### config.mk
export PLATFORM = sky130hd
export DESIGN_NAME = async_serial_mode_and_baud
export DESIGN_NICKNAME = d
export VERILOG_FILES = /design/src/core/async_serial_pkg.sv /design/src/core/async_serial_mode_and_baud.sv
export VERILOG_INCLUDE_DIRS = /design/src /design/src/core
export SDC_FILE = /design/constraint.sdc
export NUM_CORES = 1
export LEC_CHECK = 0
export ABC_AREA = 1
export CAP_MARGIN = 20
export CORE_MARGIN = 2
export CORE_UTILIZATION = 34
export DETAILED_ROUTE_END_ITERATION = 8
export DONT_BUFFER_PORTS = 1
export PLACE_DENSITY = 0.45
export SLEW_MARGIN = 20
export SYNTH_ARGS = -nofsm -noshare
export SYNTH_HDL_FRONTEND = slang
export SYNTH_SLANG_ARGS = --single-unit
### constraint.sdc
create_clock -name clk_i -period 1.75 [get_ports clk_i]
set_input_delay 0.0875 -clock clk_i [delete_from_list [all_inputs] [get_ports clk_i]]
set_output_delay 0.0875 -clock clk_i [all_outputs]
set_load 0.02 [all_outputs]
### src/core/async_serial_defines.svh
// Purpose: Offsets, field positions, reset values and divider figures of the serial mode block
// Assumes: Byte-wide special function register space with 16-bit addresses
// Notes:   Definitions only
`ifndef ASYNC_SERIAL_DEFINES_SVH
`define ASYNC_SERIAL_DEFINES_SVH

// ****************************************************************************
// Register map
// ****************************************************************************
`define ASM_ADDR          16'hff70
`define ASM_RESET         8'h00
`define ASM_RESERVED_MASK 8'hfc

// ****************************************************************************
// Field positions
// ****************************************************************************
`define ASM_TX_EN_BIT     3'd7
`define ASM_RX_EN_BIT     3'd6
`define ASM_PAR_HI_BIT    3'd5
`define ASM_PAR_LO_BIT    3'd4
`define ASM_CHAR_LEN_BIT  3'd3
`define ASM_STOP_LEN_BIT  3'd2

// ****************************************************************************
// Baud divider and frame lengths
// ****************************************************************************
`define BAUD_OVERSAMPLE   3'd7
`define BAUD_SEL_EXT_BIT  2'd3
`define BAUD_N_MIN        4'd2
`define BAUD_N_MAX        4'd8
`define DATA_BITS_SHORT   4'h7
`define DATA_BITS_LONG    4'h8
`define STOP_BITS_ONE     2'h1
`define STOP_BITS_TWO     2'h2

`endif

### src/core/async_serial_pkg.sv
// Purpose: Types shared by the serial mode block and its bench
// Assumes: Constants live in async_serial_defines.svh
// Notes:   Mode layout follows the register bit order, MSB first
package async_serial_pkg;

	typedef enum logic [1:0] {
		PAR_NONE = 2'b00,
		PAR_ZERO = 2'b01,
		PAR_ODD  = 2'b10,
		PAR_EVEN = 2'b11
	} parity_mode_t;

	typedef struct packed {
		logic         tx_enable_bit;
		logic         rx_enable_bit;
		parity_mode_t parity_select;
		logic         char_length_select;
		logic         stop_length_select;
		logic [1:0]   reserved;
	} async_serial_mode_t;

	typedef struct packed {
		logic         tx_en;
		logic         rx_en;
		parity_mode_t parity;
		logic         tx_parity_gen;
		logic         rx_parity_check;
		logic [3:0]   data_bits;
		logic [1:0]   stop_bits;
	} serial_cfg_t;

	typedef struct packed {
		logic [15:0] addr;
		logic        wr;
		logic [7:0]  wdata;
		logic        bit_wr;
		logic [2:0]  bit_sel;
		logic        bit_val;
		logic        rd;
	} sfr_req_t;

endpackage

### src/core/async_serial_mode_and_baud.sv
// Purpose: Mode register and baud clock generator of an asynchronous serial interface
// Assumes: One 20 MHz clock; external serial clock pin is asynchronous to it
// Notes:   Notes on behaviour follow; shift registers and frame logic sit elsewhere
`timescale 1ns/1ps
`include "async_serial_defines.svh"
`default_nettype none

module async_serial_mode_and_baud
	import async_serial_pkg::*;
#(
	parameter int PRE_W = 10
) (
	input  wire logic               clk_i,
	input  wire logic               rstn_i,
	input  wire sfr_req_t           sfr_i,
	input  wire logic [3:0]         baud_prescale_select_i,
	input  wire logic               external_serial_clock_pin_i,
	output var  logic [7:0]         sfr_rdata_o,
	output var  async_serial_mode_t async_serial_mode_o,
	output var  serial_cfg_t        serial_cfg_o,
	output var  logic               clk_tick_o,
	output var  logic               bit_tick_o
);

	// ************************************************************************
	// Mode register
	// ************************************************************************
	async_serial_mode_t mode_q;
	logic [7:0]         mode_d;
	logic               hit;

	assign hit = (sfr_i.addr == `ASM_ADDR);

	always_comb begin
		mode_d = mode_q;
		if (hit && sfr_i.wr) begin
			mode_d = sfr_i.wdata;
		end else if (hit && sfr_i.bit_wr) begin
			mode_d[sfr_i.bit_sel] = sfr_i.bit_val;
		end
		// Reserved bits are held at zero whatever software writes
		mode_d = mode_d & `ASM_RESERVED_MASK;
	end

	always_ff @(posedge clk_i or negedge rstn_i) begin
		if (!rstn_i) begin
			mode_q <= `ASM_RESET;
		end else begin
			mode_q <= mode_d;
		end
	end

	always_ff @(posedge clk_i or negedge rstn_i) begin
		if (!rstn_i) begin
			sfr_rdata_o <= 8'h00;
		end else begin
			sfr_rdata_o <= (hit && sfr_i.rd) ? mode_q : 8'h00;
		end
	end

	assign async_serial_mode_o = mode_q;

	// ************************************************************************
	// Decoded frame setup
	// ************************************************************************
	always_ff @(posedge clk_i or negedge rstn_i) begin
		if (!rstn_i) begin
			serial_cfg_o <= '0;
		end else begin
			serial_cfg_o.tx_en           <= mode_q.tx_enable_bit;
			serial_cfg_o.rx_en           <= mode_q.rx_enable_bit;
			serial_cfg_o.parity          <= mode_q.parity_select;
			serial_cfg_o.tx_parity_gen   <= (mode_q.parity_select != PAR_NONE);
			serial_cfg_o.rx_parity_check <= mode_q.parity_select[1];
			serial_cfg_o.data_bits       <= mode_q.char_length_select ?
				`DATA_BITS_LONG : `DATA_BITS_SHORT;
			serial_cfg_o.stop_bits       <= mode_q.stop_length_select ?
				`STOP_BITS_TWO : `STOP_BITS_ONE;
		end
	end

	// ************************************************************************
	// External clock pin synchroniser
	// ************************************************************************
	logic [2:0] ext_sync_q;
	logic       ext_level_q;
	logic       ext_rise;

	always_ff @(posedge clk_i or negedge rstn_i) begin
		if (!rstn_i) begin
			ext_sync_q  <= 3'h0;
			ext_level_q <= 1'b0;
		end else begin
			ext_sync_q <= {ext_sync_q[1:0], external_serial_clock_pin_i};
			// A change counts only once the second and third stage agree
			if (ext_sync_q[1] == ext_sync_q[2]) begin
				ext_level_q <= ext_sync_q[2];
			end
		end
	end

	assign ext_rise = (ext_sync_q[1] == ext_sync_q[2]) && ext_sync_q[2] && !ext_level_q;

	// ************************************************************************
	// Baud divider
	// ************************************************************************
	logic             use_ext;
	logic [3:0]       n_exp;
	logic [PRE_W-1:0] pre_limit;
	logic [PRE_W-1:0] pre_cnt_q;
	logic [2:0]       sub_cnt_q;
	logic             run;
	logic             pre_hit;

	// Top bit of the prescale field selects the pin; other codes give n = code + 1
	assign use_ext   = baud_prescale_select_i[`BAUD_SEL_EXT_BIT];
	assign n_exp     = {1'b0, baud_prescale_select_i[2:0]} + 4'h1;
	assign pre_limit = (PRE_W'(1) << (n_exp + 4'h1)) - PRE_W'(1);
	assign run       = mode_q.tx_enable_bit || mode_q.rx_enable_bit;
	assign pre_hit   = use_ext ? ext_rise : (pre_cnt_q >= pre_limit);

	always_ff @(posedge clk_i or negedge rstn_i) begin
		if (!rstn_i) begin
			pre_cnt_q <= '0;
		end else if (!run || use_ext || pre_hit) begin
			pre_cnt_q <= '0;
		end else begin
			pre_cnt_q <= pre_cnt_q + PRE_W'(1);
		end
	end

	// Divide by eight gives the bit rate; stopping both directions parks the divider
	always_ff @(posedge clk_i or negedge rstn_i) begin
		if (!rstn_i) begin
			sub_cnt_q  <= 3'h0;
			clk_tick_o <= 1'b0;
			bit_tick_o <= 1'b0;
		end else if (!run) begin
			sub_cnt_q  <= 3'h0;
			clk_tick_o <= 1'b0;
			bit_tick_o <= 1'b0;
		end else begin
			clk_tick_o <= pre_hit;
			bit_tick_o <= pre_hit && (sub_cnt_q == `BAUD_OVERSAMPLE);
			if (pre_hit) begin
				sub_cnt_q <= sub_cnt_q + 3'h1;
			end
		end
	end

	// ************************************************************************
	// Checks
	// ************************************************************************
	logic             seen_q;
	logic [PRE_W:0]   gap_q;
	logic [3:0]       sel_hold_q;
	logic             stable_q;

	always_ff @(posedge clk_i or negedge rstn_i) begin
		if (!rstn_i) begin
			seen_q     <= 1'b0;
			gap_q      <= '0;
			sel_hold_q <= 4'h0;
			stable_q   <= 1'b0;
		end else begin
			seen_q     <= 1'b1;
			sel_hold_q <= baud_prescale_select_i;
			gap_q      <= clk_tick_o ? (PRE_W+1)'(1) : gap_q + (PRE_W+1)'(1);
			if (clk_tick_o && stable_q) begin
				stable_q <= 1'b1;
			end else if (clk_tick_o) begin
				stable_q <= 1'b1;
			end
			if (!run || use_ext || sel_hold_q != baud_prescale_select_i) begin
				stable_q <= 1'b0;
			end
		end
	end
endmodule // async_serial_mode_and_baud

`default_nettype wire

==> results of run 1 <==
==> worst reg2reg max path, stage by stage, from the launching register on <==
cell	delay, ns
dfrtp_1	0.42
inv_1	0.07
ha_1	0.28
inv_1	0.05
nand2_1	0.04
nand2_1	0.05
nand2_1	0.05
nand3_1	0.07
nand3_2	0.09
nand2_4	0.14
nand3_4	0.12
nor2_1	0.14
==> power breakdown <==
group | internal [µW] | leakage, µW | switching [µW]
Clock | 422 | 0.0000541 | 328
Combinational | 92.2 | 0.000811 | 120
Sequential | 930 | 0.000539 | 3.42
==> cell type report <==
class	count	area, µm²
multi-input combinational	194	1290
clock inverter	3	42.5
clock buffer	5	68.8
sequential	40	1000
tap	80	100
inverter	36	143
fill	712	3880
timing repair buffer	27	235
==> logic make-up (layout without fill, tap and decap cells) <==
group / Yosys count / count (layout)
compound gates: 13 / 13
xor+xnor: 11 / 11
fa+ha+maj: 21 / 21
buf+inv: 44 / 71
flops: 40 / 40
mux: 1 / 1
other cells: 1 / 4
simple gates: 143 / 144
==> cells in the mapped netlist (2+ instances only) <==
cell type / count / area share, %
nand4_1: 11 / 2.9
inv_1: 35 / 5.5
xnor2_1: 5 / 1.8
nor2_4: 4 / 1.9
nand2_2: 4 / 1.1
nor2_2: 6 / 1.6
o21ai_1: 3 / 0.63
ha_1: 21 / 11
nand3b_1: 2 / 0.63
dfrtp_1: 40 / 42
nand3_1: 24 / 5.1
xor2_1: 6 / 2.2
o21ai_0: 2 / 0.42
a21oi_1: 4 / 0.84
nor2_1: 33 / 5.2
buf_4: 7 / 2.2
nand2_1: 48 / 7.6
nor3_1: 5 / 1.1
==> per-stage QoR <==
stage               cells  setup TNS (ns)  area, µm²  worst slack (ns)
finish                385           -2.27       2880            -0.173
global route          385           -4.60       2880            -0.333
CTS                   385           -2.32       2870            -0.179
detailed placement    364           -8.26       2580            -0.572
global placement      364           -8.02       2580            -0.547
floorplan             277           -3.81       2420            -0.277
==> path summary, 6_finish.rpt <==
| check | start | to | slack, ns | cells after the start |
|---|---|---|---|---|
| max | baud_prescale_select_i[1] | pre_cnt_q[7] | -0.17 | 15 |
| min | sfr_i[12] | async_serial_mode_o[6] | 0.009 | 4 |
| max reg2reg | pre_cnt_q[0] | pre_cnt_q[7] | 0.16 | 11 |
| min reg2reg | ext_sync_q[0] | ext_sync_q[1] | 0.35 | 0 |
| max in group asynchronous | rstn_i | pre_cnt_q[7] | 1.28 | 2 |
| min in group asynchronous | rstn_i | async_serial_mode_o[5] | 0.26 | 2 |
==> flip-flops by register name, summed over array words and instances, names as in the netlist <==
register	flops
async_serial_mode_o	6
bit_tick_o	1
clk_tick_o	1
ext_level_q	1
ext_sync_q	3
pre_cnt_q	10
serial_cfg_o	9
sfr_rdata_o	6
sub_cnt_q	3
==> routing by layer <==
metal | up-vias | wire length [µm] | global-route usage [%]
met3 | 6 | 234 | 3.51
met4 | 0 | 57 | 4.76
met5 | - | 0 | 0
li1 | 936 | - | -
met1 | 824 | 2290 | 18.5
met2 | 40 | 2270 | 22.0
==> what timing repair did <==
action,4_1_cts,5_1_grt
buffers inserted,3,0
gates cloned,1,0
gates resized for setup,8,5
endpoints found under the setup margin,15,15
hold buffers,9,0
hold endpoints to repair,45,0
pin swaps,5,0
==> reports/results.txt, run 1 <==
violated checks: setup timing
final WL: 4.85 mm
TritonCTS buffer count: 5
Synth Area in Compound Gates: 3.54%
Clock Skews: 0.00476 ns
initial antenna violation count: 0
Syn Std Cell Area: 2370 µm²
Rel. slew slack: 64.9%
WP data arrival: 2.14 ns
IO Port Bufs: 0
Pre-antenna DRT Iters: 4
worst-margin pin slew: 0.526 ns
crit path capture type: register
pwr/cell area: 659 nW/µm²
number of remaining DRC errors: 0
Die Area: 7660 µm²
CTS H-Tree Depth: 2
Yosys cell types: 32
cell count after synthesis: 274
Min Hold Slack: 0.00870 ns
Total Routing Usage GR: 13.9%
Initial Utilization: 35.1%
Simple-Gate Fraction of Synth Area: 30.4%
vias in the first global route: 1791
area delta synth->final: 21.4%
mean post-synth cell area: 8.65 µm²
CTS tree: yes
total vias in the final route: 1806
gp weighted congestion: 0.742
Critical-path top delay cell: ha_4
Total Power: 1900 µW
synth warn: 0
first-pass GRT wire length: 8.27 mm
GRT Residual Overflow: 0
register area share after synthesis: 42.2%
leakage: 0.00140 µW
slowest stage delay, CP: 0.27 ns
kind of critical path: in2reg
XOR/XNOR share of the synthesized area: 4.06%
fin crit period: 1.92 ns
Worst path top cell family by delay: simple AND/OR/NAND/NOR gates
max-slew violations: 0
status: complete, but fails checks
number of enable flip-flop cells after synthesis: 0
RSZ-0062 raised after global routing: yes
wire per inst: 12.6 µm
Initial DRC Count: 47
I/O pin count: 68
multiplexer share of the synthesized area: 0.475%
Max FO, Critical Path: 9
VDD IR-drop max: 0.509 mV
n_diodes: 0
max cap viols: 0
layout cells sized above 1: 22.3%
clock-pin slew on the worst setup and hold paths: 0.08 ns
Sink Count: 40
f_max: 520 MHz
Routed Antenna Nets: 0
commonest non-fill, non-tap cells in the layout: nand2_1, dfrtp_1, inv_1, nor2_1, nand3_1
Post-layout nets: 363
Startpoint Class: input pin
Main synth FF type: dfrtp_1
Fin. Hold Viols: 0
detailed-placement wirelength estimate: 3.69 mm
# rows: 30
asr flop ratio synth: 100%
CP bufs+invs: 1
register bit total from synthesis: 40
adder-cell share of the synthesized area: 11.1%
clk_lat worst skew: 0.29 ns
Via density: 4.69
crit share post-route: 110%
commonest non-fill, non-tap cell in the layout: nand2_1
die width: 87.5 µm
CP most frequent cell: nand2_1
Max Buffers Root-to-Sink: 2
Data required, critical path: 1.97 ns
final setup fails: 15
post-route setup slack: -0.173 ns
Root Driver: clkbuf_8
CP Cell Sequence: clkinvlp_4 -> ha_4 -> nor3_4 -> nand2_1 -> ha_2 -> o21ai_2 -> xor2_1 -> ha_1 -> nand2_1 -> nor2_2 -> nand3_1 -> nand3_2 -> nand2_4 -> nand3_4 -> nor2_1
fin util: 42.6%
Die Y: 87.5 µm
min-delay worst type: in2reg
pin count of the biggest net entering global routing: 41
core box area: 6760 µm²
main combinational cell family by area after synthesis: simple AND/OR/NAND/NOR gates
Power figures use the tool's default switching activity.
==> inputs of run 2 (changes only) <==
PLACE_DENSITY = 0.52   (was 0.45)
==> run 2 against run 1 <==
Net effect: the run still ends with setup timing left; via count up 0.44%; die area unchanged; first-iteration DRC count up 13%; clock power down 3%; highest routed layer unchanged; largest cell class unchanged.
==> reports/results.txt, run 2 (same netlist as run 1, synthesis figures left out) <==
violated checks: setup timing
post-route setup slack: -0.168 ns (+0.00431 ns)
worst-margin pin slew: 0.528 ns (+0.00170 ns)
CTS H-Tree Depth: 2 (unchanged)
number of remaining DRC errors: 0 (unchanged)
Fin. Hold Viols: 0 (unchanged)
max cap viols: 0 (unchanged)
commonest non-fill, non-tap cell in the layout: nand2_1
commonest non-fill, non-tap cells in the layout: nand2_1, dfrtp_1, inv_1, nor2_1, nand3_1
# rows: 30 (unchanged)
Root Driver: clkbuf_8
vias in the first global route: 1806 (+0.84%)
Max FO, Critical Path: 9 (unchanged)
TritonCTS buffer count: 5 (unchanged)
area delta synth->final: 21.1%
Initial DRC Count: 53 (+13%)
Initial Utilization: 35.1% (unchanged)
status: complete, but fails checks
VDD IR-drop max: 0.398 mV (-22%)
max-slew violations: 0 (unchanged)
clock-pin slew on the worst setup and hold paths: 0.08 ns (about the same)
Rel. slew slack: 64.8% (-0.11 points)
f_max: 521 MHz (+0.22%)
core box area: 6760 µm² (unchanged)
setup TNS: -2.13 ns (+0.149 ns)
Regs by FF count: pre_cnt_q (10), serial_cfg_o (9)
layout cells sized above 1: 22.4% (+0.15 points)
Sink Count: 40 (unchanged)
wire per inst: 12.6 µm (+0.23%)
kind of critical path: in2reg
n_diodes: 0 (unchanged)
Largest Register: pre_cnt_q
Via density: 4.74 (+0.97%)
Routed Antenna Nets: 0 (unchanged)
total vias in the final route: 1814 (+0.44%)
Startpoint Class: input pin
detailed-placement wirelength estimate: 3.65 mm (-0.96%)
die width: 87.5 µm (unchanged)
clk_lat worst skew: 0.29 ns (about the same)
crit share post-route: 110% (-0.25 points)
pwr/cell area: 655 nW/µm² (-0.49%)
Clock Skews: 0.00764 ns (+0.00288 ns)
crit path capture type: register
Data required, critical path: 1.93 ns (-0.04 ns)
min-delay worst type: in2reg
CTS tree: yes
leakage: 0.00140 µW (-0.49%)
I/O pin count: 68 (unchanged)
Max Buffers Root-to-Sink: 2 (unchanged)
fin crit period: 1.92 ns (-0.00431 ns)
Die Y: 87.5 µm (unchanged)
initial antenna violation count: 0 (unchanged)
pin count of the biggest net entering global routing: 41 (unchanged)
Die Area: 7660 µm² (unchanged)
number of flip-flops in the largest register: 10 (unchanged)
IO Port Bufs: 0 (unchanged)
Total Routing Usage GR: 13.9% (+0.065 points)
Total Power: 1880 µW (-0.75%)
Pre-antenna DRT Iters: 4 (unchanged)
first-pass GRT wire length: 8.38 mm (+1.3%)
final WL: 4.84 mm (-0.29%)
Setup WS pre-CTS: -0.487 ns (+0.0852 ns)
final setup fails: 15 (unchanged)
RSZ-0062 raised after global routing: yes
Post-layout nets: 361 (-0.55%)
Min Hold Slack: 0.00790 ns (-0.000796 ns)
WP data arrival: 2.09 ns (-0.05 ns)
gp weighted congestion: 0.786 (+5.9%)
GRT Residual Overflow: 0 (unchanged)
## run 2: changes by cell type in the layout (fill, tap and decap cells not counted), sizes merged
cell | before | now
buf | 19 | 17
## run 2: per-stage QoR
step | instance area, µm² | cells | util [%]
finish | 2870 | 383 | 42.5
global route | 2870 | 383 | 42.5
CTS | 2840 | 383 | 42.0
detailed placement | 2580 | 364 | 38.1
global placement | 2580 | 364 | 38.1
floorplan | 2420 | 277 | -
## run 2: layer usage
layer / up-vias / wire, µm / global-route usage (%)
met1: 816 / 2130 / 17.8
met5: - / 0 / 0
li1: 939 / - / -
met4: 0 / 98 / 5.03
met3: 8 / 231 / 3.41
met2: 51 / 2380 / 22.9
## run 2: layout make-up
type                            instances  area, µm²
Tap cell                               80        100
Timing Repair Buffer                   25        220
Inverter                               36        143
Clock inverter                          3       42.5
Sequential cell                        40       1000
Multi-Input combinational cell        194       1290
Fill cell                             690       3890
Clock buffer                            5       68.8
## run 2: repair_timing
item                       4_1_cts  5_1_grt
hold buffers                     9        0
setup endpoints to repair       15       15
pin swaps                        7        7
resized for setup                5       10
buffers inserted                 1        0
gates cloned                     1        0
hold endpoints to repair        46        0
## run 2: worst max-delay path, stage by stage
cell and delay, ns:
clkinvlp_4 0.08, ha_4 0.28, nor3_4 0.15, nand2_1 0.09
ha_2 0.19, o21ai_2 0.12, xor2_1 0.20, ha_1 0.26
nand2_1 0.07, nor2_2 0.04, nand3_1 0.09, nand3_2 0.09
nand2_4 0.14, nand2_4 0.08, nand3_1 0.08, nand2_1 0.05
## run 2: worst paths after layout
check,start,end,slack (ns),cells past startpoint
min,sfr_i[14],async_serial_mode_o[4],0.008,3
min reg2reg,ext_sync_q[0],ext_sync_q[1],0.35,0
min in group asynchronous,rstn_i,sfr_rdata_o[4],0.27,2
max reg2reg,pre_cnt_q[3],sub_cnt_q[1],0.13,11
max in group asynchronous,rstn_i,pre_cnt_q[9],1.29,2
max,baud_prescale_select_i[1],sub_cnt_q[1],-0.17,16
## run 2: report_power, final
part | internal, µW | switching, µW
Clock | 422 | 309
Sequential | 931 | 2.88
Combinational | 95.2 | 121
